File: config.mk
export PLATFORM = sky130hd
export DESIGN_NAME = ssm_monitor
export DESIGN_NICKNAME = d
export VERILOG_FILES = /design/src/logic/ssm_flag.v /design/src/logic/ssm_monitor.v
export VERILOG_INCLUDE_DIRS = /design/src /design/src/logic
export SDC_FILE = /design/constraint.sdc
export NUM_CORES = 1
export LEC_CHECK = 0
export BUFFER_PORTS_ARGS = -buffer_cell sky130_fd_sc_hd__buf_2
export CORE_MARGIN = 4
export CORE_UTILIZATION = 50
export CTS_CLUSTER_DIAMETER = 40
export DETAILED_ROUTE_END_ITERATION = 7
export PLACE_DENSITY = 0.78
export SLEW_MARGIN = 20
export SYNTH_ARGS = -nofsm -noshare
export SYNTH_HDL_FRONTEND = slang
export SYNTH_HIERARCHICAL = 1
export SYNTH_SLANG_ARGS = --single-unit
File: constraint.sdc
create_clock -name core_clk -period 10.55 [get_ports core_clk]
set_clock_uncertainty 0.2 [all_clocks]
set_input_delay 3.165 -clock core_clk [delete_from_list [all_inputs] [get_ports core_clk]]
set_output_delay 3.165 -clock core_clk [all_outputs]
set_load 0.01 [all_outputs]
File: src/logic/ssm_defines.vh
// register offsets, field positions, state codes and reset values
`ifndef SSM_DEFINES_VH
`define SSM_DEFINES_VH
// register byte offsets
`define SSM_REG_CMD 6'h00
`define SSM_REG_CTRL 6'h04
`define SSM_REG_STAT 6'h08
`define SSM_REG_VIOL 6'h0c
`define SSM_REG_HINIT 6'h10
`define SSM_REG_HCNT 6'h14
`define SSM_REG_TIME 6'h18
`define SSM_REG_ALARM 6'h1c
`define SSM_REG_KEY 6'h20
`define SSM_REG_STATE 6'h24
// command bits (write-only pulses)
`define SSM_CMD_TRANS 0
`define SSM_CMD_FATAL 1
`define SSM_CMD_NONFATAL 2
`define SSM_CMD_HLOAD 3
`define SSM_CMD_HCLEAR 4
`define SSM_CMD_HLOCK 5
`define SSM_CMD_RSTART 6
`define SSM_CMD_RSTOP 7
`define SSM_CMD_KPROG 8
// control fields
`define SSM_CTL_HEN 0
`define SSM_CTL_HRUN 1
`define SSM_CTL_AIE 2
`define SSM_CTL_PIE 3
`define SSM_CTL_CALEN 4
`define SSM_CTL_CAL_LO 8
`define SSM_CTL_CAL_HI 12
`define SSM_CTL_RATE_LO 16
`define SSM_CTL_RATE_HI 19
`define SSM_CTL_KSEL 20
// status fields
`define SSM_ST_ALARM 0
`define SSM_ST_PER 1
`define SSM_ST_EKZERO 2
`define SSM_ST_FKZERO 3
`define SSM_ST_RUN 4
`define SSM_ST_LOCK 5
// violation fields
`define SSM_SV_LOWPWR 0
`define SSM_SV_ECC 1
`define SSM_SV_LOWPWR_SW 2
`define SSM_SV_FATAL 3
`define SSM_SV_SW 4
`define SSM_SV_NUM_LO 8
`define SSM_SV_NUM_HI 12
// reset values
`define SSM_CAL_RST 5'h00
`define SSM_RATE_RST 4'h0
// state codes
`define SSM_ST_INIT 3'h0
`define SSM_ST_HFAIL 3'h1
`define SSM_ST_SFAIL 3'h2
`define SSM_ST_INTER 3'h3
`define SSM_ST_CHECK 3'h4
`define SSM_ST_NSEC 3'h5
`define SSM_ST_TRUST 3'h6
`define SSM_ST_SEC 3'h7
`endif

File: src/logic/ssm_flag.v
// sticky status flag: hardware set wins over software clear
`timescale 1ns/1ps
module ssm_flag (
  input wire core_clk,
  input wire sys_rst,
  input wire set_in,
  input wire clr_in,
  output reg flag_reg
);
  // a set in the clear cycle is kept so no event is lost
  always @(posedge core_clk or posedge sys_rst) begin
    if (sys_rst) begin
      flag_reg <= 1'b0;
    end else if (set_in) begin
      flag_reg <= 1'b1;
    end else if (clr_in) begin
      flag_reg <= 1'b0;
    end
  end
endmodule // ssm_flag

File: src/logic/ssm_monitor.v
// security state monitor: state machine, assurance counter, clock, flags
//
// The implementer's own choices: the address map and strobed register access.
`timescale 1ns/1ps
`include "ssm_defines.vh"
// Function
// - eight security states, current state readable by software
// - trigger in check goes non-secure on non-secure boot outside fab
// - trigger in check goes trusted on secure boot or fab config
// - trigger swaps trusted/secure, soft fail to non-secure, else nothing
// - fatal software violation sends functional states to soft fail
// - enabled counter cleared in soft fail gives hard fail at once
// - enabled counter cleared in functional state: soft then hard fail
// - counter holds initial value; load copies it; count readable
// - counter has separate enable and start/stop controls
// - lock freezes initial value and enable until system reset
// - time counter counts only when started; time readable and writable
// - alarm and periodic interrupts with enables and clearable flags
// - report all listed security violation flags
// - master key selection enable and erasable key program trigger
// - reset: calibration off, calibration zero, periodic rate zero
// - non-fatal violation: check to non-secure, trusted/secure to soft fail
// - calibration is 5-bit signed, used only when enabled
// - periodic rate selector takes values 0 to 15
module ssm_monitor #(
  parameter ASC_W = 32,
  parameter KEY_W = 32,
  parameter TICK_DIV = 16'd1526
) (
  input wire core_clk,
  input wire sys_rst,
  input wire [5:0] reg_addr,
  input wire [31:0] reg_wdata,
  input wire reg_wr,
  input wire reg_rd,
  output reg [31:0] reg_rdata,
  input wire boot_secure,
  input wire fab_config,
  input wire lowpwr_violation,
  input wire lowpwr_sw_violation,
  input wire key_ecc_fail,
  input wire [4:0] num_violation,
  input wire [KEY_W-1:0] fused_master_key,
  output reg [2:0] ssm_state_reg,
  output reg alarm_irq_reg,
  output reg periodic_irq_reg,
  output reg key_select_en_reg,
  output reg [KEY_W-1:0] erasable_master_key_reg
);
  reg [31:0] ctrl_reg;
  reg [ASC_W-1:0] asc_init_reg;
  reg [ASC_W-1:0] asc_cnt_reg;
  reg asc_lock_reg;
  reg [31:0] rtc_time_reg;
  reg [31:0] rtc_alarm_reg;
  reg rtc_run_reg;
  reg [15:0] div_reg;
  reg [KEY_W-1:0] key_stage_reg;
  reg ekzero_reg;
  reg fkzero_reg;
  reg [2:0] ssm_state_next;
  wire wr_cmd;
  wire [31:0] cmd;
  wire asc_en;
  wire asc_run;
  wire cal_en;
  wire [4:0] cal_val;
  wire [3:0] rate;
  wire functional;
  wire [15:0] div_period;
  wire tick;
  wire [31:0] rtc_inc;
  wire alarm_hit;
  wire per_hit;
  wire wr_stat;
  wire wr_viol;
  wire alarm_flag;
  wire per_flag;
  wire [9:0] viol_flags;
  wire [9:0] viol_set;
  wire [9:0] viol_clr;
  genvar gi;

  // command register strobes are one-cycle pulses
  assign wr_cmd = reg_wr && (reg_addr == `SSM_REG_CMD);
  assign cmd = wr_cmd ? reg_wdata : 32'h00000000;
  assign asc_en = ctrl_reg[`SSM_CTL_HEN];
  assign asc_run = ctrl_reg[`SSM_CTL_HRUN];
  assign cal_en = ctrl_reg[`SSM_CTL_CALEN];
  assign cal_val = ctrl_reg[`SSM_CTL_CAL_HI:`SSM_CTL_CAL_LO];
  assign rate = ctrl_reg[`SSM_CTL_RATE_HI:`SSM_CTL_RATE_LO];
  assign functional = (ssm_state_reg == `SSM_ST_CHECK) ||
                      (ssm_state_reg == `SSM_ST_NSEC) ||
                      (ssm_state_reg == `SSM_ST_TRUST) ||
                      (ssm_state_reg == `SSM_ST_SEC);

  // control register; lock shields the counter enable bit
  always @(posedge core_clk or posedge sys_rst) begin
    if (sys_rst) begin
      ctrl_reg <= 32'h00000000;
    end else if (reg_wr && (reg_addr == `SSM_REG_CTRL)) begin
      ctrl_reg <= reg_wdata;
      if (asc_lock_reg) begin
        ctrl_reg[`SSM_CTL_HEN] <= ctrl_reg[`SSM_CTL_HEN];
      end
    end
  end

  // lock is sticky; only the system reset releases it
  always @(posedge core_clk or posedge sys_rst) begin
    if (sys_rst) begin
      asc_lock_reg <= 1'b0;
    end else if (cmd[`SSM_CMD_HLOCK]) begin
      asc_lock_reg <= 1'b1;
    end
  end

  // initial value register, frozen after lock
  always @(posedge core_clk or posedge sys_rst) begin
    if (sys_rst) begin
      asc_init_reg <= {ASC_W{1'b0}};
    end else if (reg_wr && (reg_addr == `SSM_REG_HINIT) &&
                 !asc_lock_reg) begin
      asc_init_reg <= reg_wdata[ASC_W-1:0];
    end
  end

  // assurance counter: load, clear, count down in soft fail while started
  always @(posedge core_clk or posedge sys_rst) begin
    if (sys_rst) begin
      asc_cnt_reg <= {ASC_W{1'b0}};
    end else if (cmd[`SSM_CMD_HCLEAR]) begin
      asc_cnt_reg <= {ASC_W{1'b0}};
    end else if (cmd[`SSM_CMD_HLOAD]) begin
      asc_cnt_reg <= asc_init_reg;
    end else if (asc_en && asc_run && (asc_cnt_reg != {ASC_W{1'b0}}) &&
                 (ssm_state_reg == `SSM_ST_SFAIL)) begin
      asc_cnt_reg <= asc_cnt_reg - {{(ASC_W-1){1'b0}}, 1'b1};
    end
  end

  // state machine; fatal and counter events outrank software triggers
  always @* begin
    ssm_state_next = ssm_state_reg;
    case (ssm_state_reg)
      `SSM_ST_INIT: begin
        ssm_state_next = `SSM_ST_INTER;
      end
      `SSM_ST_INTER: begin
        ssm_state_next = `SSM_ST_CHECK;
      end
      `SSM_ST_HFAIL: begin
        ssm_state_next = `SSM_ST_HFAIL;
      end
      `SSM_ST_SFAIL: begin
        if (asc_en && (cmd[`SSM_CMD_HCLEAR] ||
            (asc_cnt_reg == {ASC_W{1'b0}}))) begin
          ssm_state_next = `SSM_ST_HFAIL;
        end else if (cmd[`SSM_CMD_TRANS]) begin
          ssm_state_next = `SSM_ST_NSEC;
        end
      end
      `SSM_ST_CHECK: begin
        if (cmd[`SSM_CMD_FATAL] || (asc_en && cmd[`SSM_CMD_HCLEAR])) begin
          ssm_state_next = `SSM_ST_SFAIL;
        end else if (cmd[`SSM_CMD_NONFATAL]) begin
          ssm_state_next = `SSM_ST_NSEC;
        end else if (cmd[`SSM_CMD_TRANS]) begin
          if (boot_secure || fab_config) begin
            ssm_state_next = `SSM_ST_TRUST;
          end else begin
            ssm_state_next = `SSM_ST_NSEC;
          end
        end
      end
      `SSM_ST_NSEC: begin
        if (cmd[`SSM_CMD_FATAL] || (asc_en && cmd[`SSM_CMD_HCLEAR])) begin
          ssm_state_next = `SSM_ST_SFAIL;
        end
      end
      `SSM_ST_TRUST, `SSM_ST_SEC: begin
        if (cmd[`SSM_CMD_FATAL] || cmd[`SSM_CMD_NONFATAL] ||
            (asc_en && cmd[`SSM_CMD_HCLEAR])) begin
          ssm_state_next = `SSM_ST_SFAIL;
        end else if (cmd[`SSM_CMD_TRANS]) begin
          ssm_state_next = (ssm_state_reg == `SSM_ST_TRUST) ?
                           `SSM_ST_SEC : `SSM_ST_TRUST;
        end
      end
      default: begin
        ssm_state_next = `SSM_ST_HFAIL;
      end
    endcase
  end

  // state register, readable through the state register
  always @(posedge core_clk or posedge sys_rst) begin
    if (sys_rst) begin
      ssm_state_reg <= `SSM_ST_INIT;
    end else begin
      ssm_state_reg <= ssm_state_next;
    end
  end

  // tick divider; calibration stretches or shortens the period
  assign div_period = cal_en ?
    (TICK_DIV + {{11{cal_val[4]}}, cal_val}) : TICK_DIV;
  assign tick = rtc_run_reg && (div_reg >= div_period - 16'h0001);

  always @(posedge core_clk or posedge sys_rst) begin
    if (sys_rst) begin
      div_reg <= 16'h0000;
    end else if (!rtc_run_reg || tick) begin
      div_reg <= 16'h0000;
    end else begin
      div_reg <= div_reg + 16'h0001;
    end
  end

  // run flag follows start and stop commands
  always @(posedge core_clk or posedge sys_rst) begin
    if (sys_rst) begin
      rtc_run_reg <= 1'b0;
    end else if (cmd[`SSM_CMD_RSTOP]) begin
      rtc_run_reg <= 1'b0;
    end else if (cmd[`SSM_CMD_RSTART]) begin
      rtc_run_reg <= 1'b1;
    end
  end

  assign rtc_inc = rtc_time_reg + 32'h00000001;

  // time counter; a software write wins over a tick
  always @(posedge core_clk or posedge sys_rst) begin
    if (sys_rst) begin
      rtc_time_reg <= 32'h00000000;
    end else if (reg_wr && (reg_addr == `SSM_REG_TIME)) begin
      rtc_time_reg <= reg_wdata;
    end else if (tick) begin
      rtc_time_reg <= rtc_inc;
    end
  end

  always @(posedge core_clk or posedge sys_rst) begin
    if (sys_rst) begin
      rtc_alarm_reg <= 32'h00000000;
    end else if (reg_wr && (reg_addr == `SSM_REG_ALARM)) begin
      rtc_alarm_reg <= reg_wdata;
    end
  end

  // alarm on match while running; periodic on rising edge of chosen bit
  assign alarm_hit = rtc_run_reg && (rtc_time_reg == rtc_alarm_reg);
  assign per_hit = tick && !rtc_time_reg[rate] && rtc_inc[rate];
  assign wr_stat = reg_wr && (reg_addr == `SSM_REG_STAT);
  assign wr_viol = reg_wr && (reg_addr == `SSM_REG_VIOL);

  ssm_flag u_alarm_flag (
    .core_clk(core_clk),
    .sys_rst(sys_rst),
    .set_in(alarm_hit),
    .clr_in(wr_stat && reg_wdata[`SSM_ST_ALARM]),
    .flag_reg(alarm_flag)
  );

  ssm_flag u_per_flag (
    .core_clk(core_clk),
    .sys_rst(sys_rst),
    .set_in(per_hit),
    .clr_in(wr_stat && reg_wdata[`SSM_ST_PER]),
    .flag_reg(per_flag)
  );

  // interrupt lines gated by their enables
  always @(posedge core_clk or posedge sys_rst) begin
    if (sys_rst) begin
      alarm_irq_reg <= 1'b0;
      periodic_irq_reg <= 1'b0;
    end else begin
      alarm_irq_reg <= alarm_flag && ctrl_reg[`SSM_CTL_AIE];
      periodic_irq_reg <= per_flag && ctrl_reg[`SSM_CTL_PIE];
    end
  end

  // violation sources: low power, ecc, low power sw, fatal sw, sw, numbered
  assign viol_set = {num_violation, cmd[`SSM_CMD_NONFATAL],
                     cmd[`SSM_CMD_FATAL], lowpwr_sw_violation, key_ecc_fail,
                     lowpwr_violation};
  // only ecc and numbered flags may be cleared by software
  assign viol_clr = wr_viol ? {reg_wdata[`SSM_SV_NUM_HI:`SSM_SV_NUM_LO],
                               3'h0, reg_wdata[`SSM_SV_ECC], 1'b0} : 10'h000;

  generate
    for (gi = 0; gi < 10; gi = gi + 1) begin : g_viol
      ssm_flag u_viol (
        .core_clk(core_clk),
        .sys_rst(sys_rst),
        .set_in(viol_set[gi]),
        .clr_in(viol_clr[gi]),
        .flag_reg(viol_flags[gi])
      );
    end
  endgenerate

  // staged key value copied to the erasable key on the program trigger
  always @(posedge core_clk or posedge sys_rst) begin
    if (sys_rst) begin
      key_stage_reg <= {KEY_W{1'b0}};
      erasable_master_key_reg <= {KEY_W{1'b0}};
      key_select_en_reg <= 1'b0;
    end else begin
      if (reg_wr && (reg_addr == `SSM_REG_KEY)) begin
        key_stage_reg <= reg_wdata[KEY_W-1:0];
      end
      if (cmd[`SSM_CMD_KPROG]) begin
        erasable_master_key_reg <= key_stage_reg;
      end
      key_select_en_reg <= ctrl_reg[`SSM_CTL_KSEL];
    end
  end

  // zero detectors are registered to keep the compare off the read path
  always @(posedge core_clk or posedge sys_rst) begin
    if (sys_rst) begin
      ekzero_reg <= 1'b0;
      fkzero_reg <= 1'b0;
    end else begin
      ekzero_reg <= (erasable_master_key_reg == {KEY_W{1'b0}});
      fkzero_reg <= (fused_master_key == {KEY_W{1'b0}});
    end
  end

  // read data valid only in the cycle after the read strobe
  always @(posedge core_clk or posedge sys_rst) begin
    if (sys_rst) begin
      reg_rdata <= 32'h00000000;
    end else if (reg_rd) begin
      case (reg_addr)
        `SSM_REG_CTRL: reg_rdata <= ctrl_reg;
        `SSM_REG_STAT: reg_rdata <= {26'h0000000, asc_lock_reg,
                                     rtc_run_reg, fkzero_reg, ekzero_reg,
                                     per_flag, alarm_flag};
        `SSM_REG_VIOL: reg_rdata <= {19'h00000, viol_flags[9:5], 3'h0,
                                     viol_flags[4:0]};
        `SSM_REG_HINIT: reg_rdata <= asc_init_reg;
        `SSM_REG_HCNT: reg_rdata <= asc_cnt_reg;
        `SSM_REG_TIME: reg_rdata <= rtc_time_reg;
        `SSM_REG_ALARM: reg_rdata <= rtc_alarm_reg;
        `SSM_REG_STATE: reg_rdata <= {29'h00000000, ssm_state_reg};
        default: reg_rdata <= 32'h00000000;
      endcase
    end else begin
      reg_rdata <= 32'h00000000;
    end
  end
endmodule // ssm_monitor

==> impl_metrics.xml <==
<?xml version="1.0" encoding="UTF-8"?>
<metrics>
  <group name="logic_synthesis">
    <metric name="post_synth_cell_types" unit="">72</metric>
    <metric name="synth-simple-area-share" unit="">0.134</metric>
    <metric name="synth_top_flop_cell" unit="">sky130_fd_sc_hd__dfrtp_1</metric>
    <metric name="multiplexer_fraction_of_the_synthesized_cell_area" unit="">0.131</metric>
    <metric name="postSynth.asyncResetShare" unit="">1.00</metric>
    <metric name="synth_cells" unit="">1397</metric>
    <metric name="synth_top_cells_by_area" unit="">sky130_fd_sc_hd__dfrtp_1, sky130_fd_sc_hd__mux2_2, sky130_fd_sc_hd__xnor2_1</metric>
    <metric name="synth_enable_flop_cells" unit="">0</metric>
    <metric name="synthXorXnorAreaFrac" unit="">0.0471</metric>
    <metric name="netlist.area_leader.share" unit="">0.489</metric>
    <metric name="synth.ff_latch_count" unit="">294</metric>
    <metric name="postSynthAreaPerCell" unit="um2">10.8</metric>
    <metric name="synth.yosys.seq_area_share" unit="">0.489</metric>
    <metric name="synth_compound_area_frac" unit="">0.145</metric>
    <metric name="synth_adder_area_share" unit="">0.0150</metric>
    <metric name="synth_area_leader_cell" unit="">sky130_fd_sc_hd__dfrtp_1</metric>
    <metric name="synth_top_family_by_area" unit="">compound AO/OA/AOI/OAI gates</metric>
    <metric name="synth.cell_area" unit="mm2">0.0151</metric>
    <metric name="synth-warning-count" unit="">6</metric>
  </group>
  <group name="clock_network">
    <metric name="cts-root-buf" unit="">sky130_fd_sc_hd__clkbuf_16</metric>
    <metric name="clock_latency" unit="ns">0.54</metric>
    <metric name="htree_levels" unit="">2</metric>
    <metric name="post-cts-setup-buffer-count" unit="">0</metric>
    <metric name="clk_pin_slew_worst_setup_hold_paths" unit="ns">0.06</metric>
    <metric name="numClockSinks" unit="">294</metric>
    <metric name="clk_path_buf_depth" unit="">3</metric>
    <metric name="cts.hold.buffers_added" unit="">0</metric>
    <metric name="tritoncts" unit="">built</metric>
    <metric name="cts-buffers-inserted" unit="">42</metric>
    <metric name="cts_resized" unit="">0</metric>
  </group>
  <group name="floorplanning">
    <metric name="effective_utilization_at_floorplan" unit="">0.508</metric>
    <metric name="fp.dieArea" unit="mm2">0.0329</metric>
    <metric name="chipWidth" unit="um">181</metric>
    <metric name="die_height" unit="um">181</metric>
    <metric name="design.core.area" unit="mm2">0.0296</metric>
    <metric name="boundaryPins" unit="">154</metric>
    <metric name="placementRows" unit="">63</metric>
  </group>
  <group name="routing">
    <metric name="vias" unit="">12500</metric>
    <metric name="route.detailed.drc" unit="">0</metric>
    <metric name="wl_per_cell" unit="um">23.0</metric>
    <metric name="drt_first_iter_violations" unit="">1854</metric>
    <metric name="postRouteWirelength" unit="mm">44.5</metric>
    <metric name="vias_per_cell" unit="">6.45</metric>
    <metric name="drtPass1Iterations" unit="">6</metric>
    <metric name="antenna_violating_nets_post_route" unit="">0</metric>
  </group>
  <group name="timing">
    <metric name="fin_hold_ws" unit="ns">0.214</metric>
    <metric name="fin_tns_setup" unit="ns">0</metric>
    <metric name="min_period_over_period" unit="">0.580</metric>
    <metric name="final_critical_path_setup_slack" unit="ns">4.43</metric>
    <metric name="finalWorstPathRequiredPeriod" unit="ns">6.12</metric>
    <metric name="worst-slew-pin-transition" unit="ns">1.02</metric>
    <metric name="drv_slew" unit="">0</metric>
    <metric name="max_freq" unit="MHz">163</metric>
    <metric name="setup_viol" unit="">0</metric>
    <metric name="finalHoldViolCount" unit="">0</metric>
    <metric name="timing.max_slew.rel_slack" unit="">0.319</metric>
    <metric name="rsz0062_at_grt" unit="">false</metric>
  </group>
  <group name="power">
    <metric name="leakage" unit="uW">0.00772</metric>
    <metric name="post-layout-total-power" unit="uW">3490</metric>
    <metric name="ir_worst_vdd" unit="mV">0.145</metric>
    <metric name="power_per_cell_area" unit="mW/mm2">199</metric>
  </group>
  <group name="grt">
    <metric name="wire_length_of_the_first_global_routing_pass" unit="mm">70.2</metric>
    <metric name="antenna_found_initial" unit="">1</metric>
    <metric name="pin_count_of_the_biggest_net_entering_global_routing" unit="">194</metric>
    <metric name="grt-ovfl-total" unit="">0</metric>
    <metric name="grt_pass1_vias" unit="">12500</metric>
    <metric name="grt_overall_usage" unit="">0.264</metric>
  </group>
  <group name="placement">
    <metric name="gp_congestion" unit="">0.915</metric>
    <metric name="numPortBuffers" unit="">153</metric>
    <metric name="place_inst" unit="">1862</metric>
    <metric name="hpwl" unit="mm">29.6</metric>
    <metric name="dp_slack" unit="ns">3.95</metric>
  </group>
  <group name="setup_path">
    <metric name="cp.arrival" unit="ns">6.33</metric>
    <metric name="timing.setup.critical_path_class" unit="">in -&gt; reg</metric>
    <metric name="timing.critical_path.required" unit="ns">10.77</metric>
    <metric name="crit_path_end_kind" unit="">flop</metric>
    <metric name="crit_path_start_kind" unit="">input pin</metric>
    <metric name="critical_path_peak_fanout" unit="">27</metric>
  </group>
  <group name="hold_path">
    <metric name="worst_hold_path_type" unit="">reg -&gt; reg</metric>
  </group>
  <group name="layout">
    <metric name="final_cell_mix" unit="">sky130_fd_sc_hd__dfrtp_1, sky130_fd_sc_hd__mux2_2, sky130_fd_sc_hd__buf_2, sky130_fd_sc_hd__a21oi_1, sky130_fd_sc_hd__nor2_1</metric>
    <metric name="final_common_cell" unit="">sky130_fd_sc_hd__dfrtp_1</metric>
    <metric name="flow.area_growth_from_synthesis" unit="%">16.5</metric>
    <metric name="post_layout_nonfiller_instances" unit="">1937</metric>
    <metric name="insertedDiodeCount" unit="">0</metric>
    <metric name="final_net_count" unit="">1619</metric>
    <metric name="post_route_cells_drive_above_1_share" unit="">0.281</metric>
  </group>
  <group name="run">
    <metric name="max_cap_violations" unit="">0</metric>
  </group>
  <group name="status">
    <metric name="outcome" unit="">completed</metric>
  </group>
</metrics>
layout make-up:
cell class                      count  area, um2
Multi-Input combinational cell    966       7170
Timing Repair Buffer              170        926
Clock inverter                     23        282
Tap cell                          390        488
Fill cell                        2471      12100
Sequential cell                   294       7360
Inverter                           43        165
Clock buffer                       51       1130
power by group:
part	total (uW)	internal, uW	switching (uW)
combinational	561	270	291
clock	1410	859	553
sequential	1520	1270	248
path summary, 6_finish.rpt:
kind	startpoint	end	slack (ns)	cells after the start
worst min register to register	ctrl_reg[20]$_DFFE_PP0P_	key_select_en_reg$_DFF_PP0_	0.21	0
min in group asynchronous	sys_rst	g_viol[0].u_viol/flag_reg$_DFFE_PP0P_	2.38	2
worst min-delay path	ctrl_reg[20]$_DFFE_PP0P_	key_select_en_reg$_DFF_PP0_	0.21	0
worst max-delay path	reg_addr[5]	asc_cnt_reg[18]$_DFFE_PP0P_	4.43	7
worst max register to register	ctrl_reg[9]$_DFFE_PP0P_	u_per_flag/flag_reg$_DFFE_PP0P_	5.41	15
max in group asynchronous	sys_rst	key_stage_reg[13]$_DFFE_PP0P_	5.98	4
synthesized netlist by cell type, types with 4 or more instances:
master and number:
sky130_fd_sc_hd__dfrtp_1 294, sky130_fd_sc_hd__mux2_2 157, sky130_fd_sc_hd__a21oi_1 98, sky130_fd_sc_hd__nor2_1 84, sky130_fd_sc_hd__nand2_1 70, sky130_fd_sc_hd__xnor2_1 69
sky130_fd_sc_hd__clkbuf_1 58, sky130_fd_sc_hd__a22oi_1 44, sky130_fd_sc_hd__inv_1 43, sky130_fd_sc_hd__o21ai_0 38, sky130_fd_sc_hd__nor4_1 34, sky130_fd_sc_hd__nand4_1 33
sky130_fd_sc_hd__buf_2 30, sky130_fd_sc_hd__a222oi_1 28, sky130_fd_sc_hd__nor3_1 24, sky130_fd_sc_hd__nand3_1 23, sky130_fd_sc_hd__a31oi_1 18, sky130_fd_sc_hd__ha_1 18
sky130_fd_sc_hd__a21o_1 16, sky130_fd_sc_hd__and3_1 16, sky130_fd_sc_hd__or3_1 16, sky130_fd_sc_hd__a211oi_1 15, sky130_fd_sc_hd__and2_1 15, sky130_fd_sc_hd__xor2_1 12
sky130_fd_sc_hd__buf_1 11, sky130_fd_sc_hd__o311ai_0 11, sky130_fd_sc_hd__o211ai_1 10, sky130_fd_sc_hd__nand3b_1 8, sky130_fd_sc_hd__o22ai_1 8, sky130_fd_sc_hd__nand2b_1 7
sky130_fd_sc_hd__mux2i_1 5, sky130_fd_sc_hd__mux4_2 5, sky130_fd_sc_hd__nor4_4 5, sky130_fd_sc_hd__o21a_1 4, sky130_fd_sc_hd__o31ai_1 4, sky130_fd_sc_hd__or4_1 4
cell families after synthesis:
family	after synthesis
multiplexers	170
XOR/XNOR	81
flip-flops	294
AND/OR/NAND/NOR	365
adder cells (fa/ha/maj)	18
AO/OA/AOI/OAI	323
buffers and inverters	145
other	1
stage by stage:
stage | cell area, um2 | utilization
after floorplan | 15100 | -
after CTS | 17500 | 0.590
after global placement | 16100 | 0.543
final | 17500 | 0.591
after global routing | 17500 | 0.591
after detailed placement | 16100 | 0.543
critical path: stages:
cell and delay (ns):
sky130_fd_sc_hd__buf_2 0.17, sky130_fd_sc_hd__nor3b_2 0.43, sky130_fd_sc_hd__nand3b_2 0.58, sky130_fd_sc_hd__and2_1 0.35, sky130_fd_sc_hd__a31oi_2 0.53, sky130_fd_sc_hd__nand2_1 0.67, sky130_fd_sc_hd__o21ai_0 0.40
metal layers:
metal  global-route usage  wire, um  vias to the layer above
li1                     -         -                     5433
met1                0.360     17600                     6200
met2                0.420     20800                      704
met3               0.0485      4230                      151
met4                0.111      1870                        0
met5                    0         0                        -
Power figures use the tool's default switching activity.
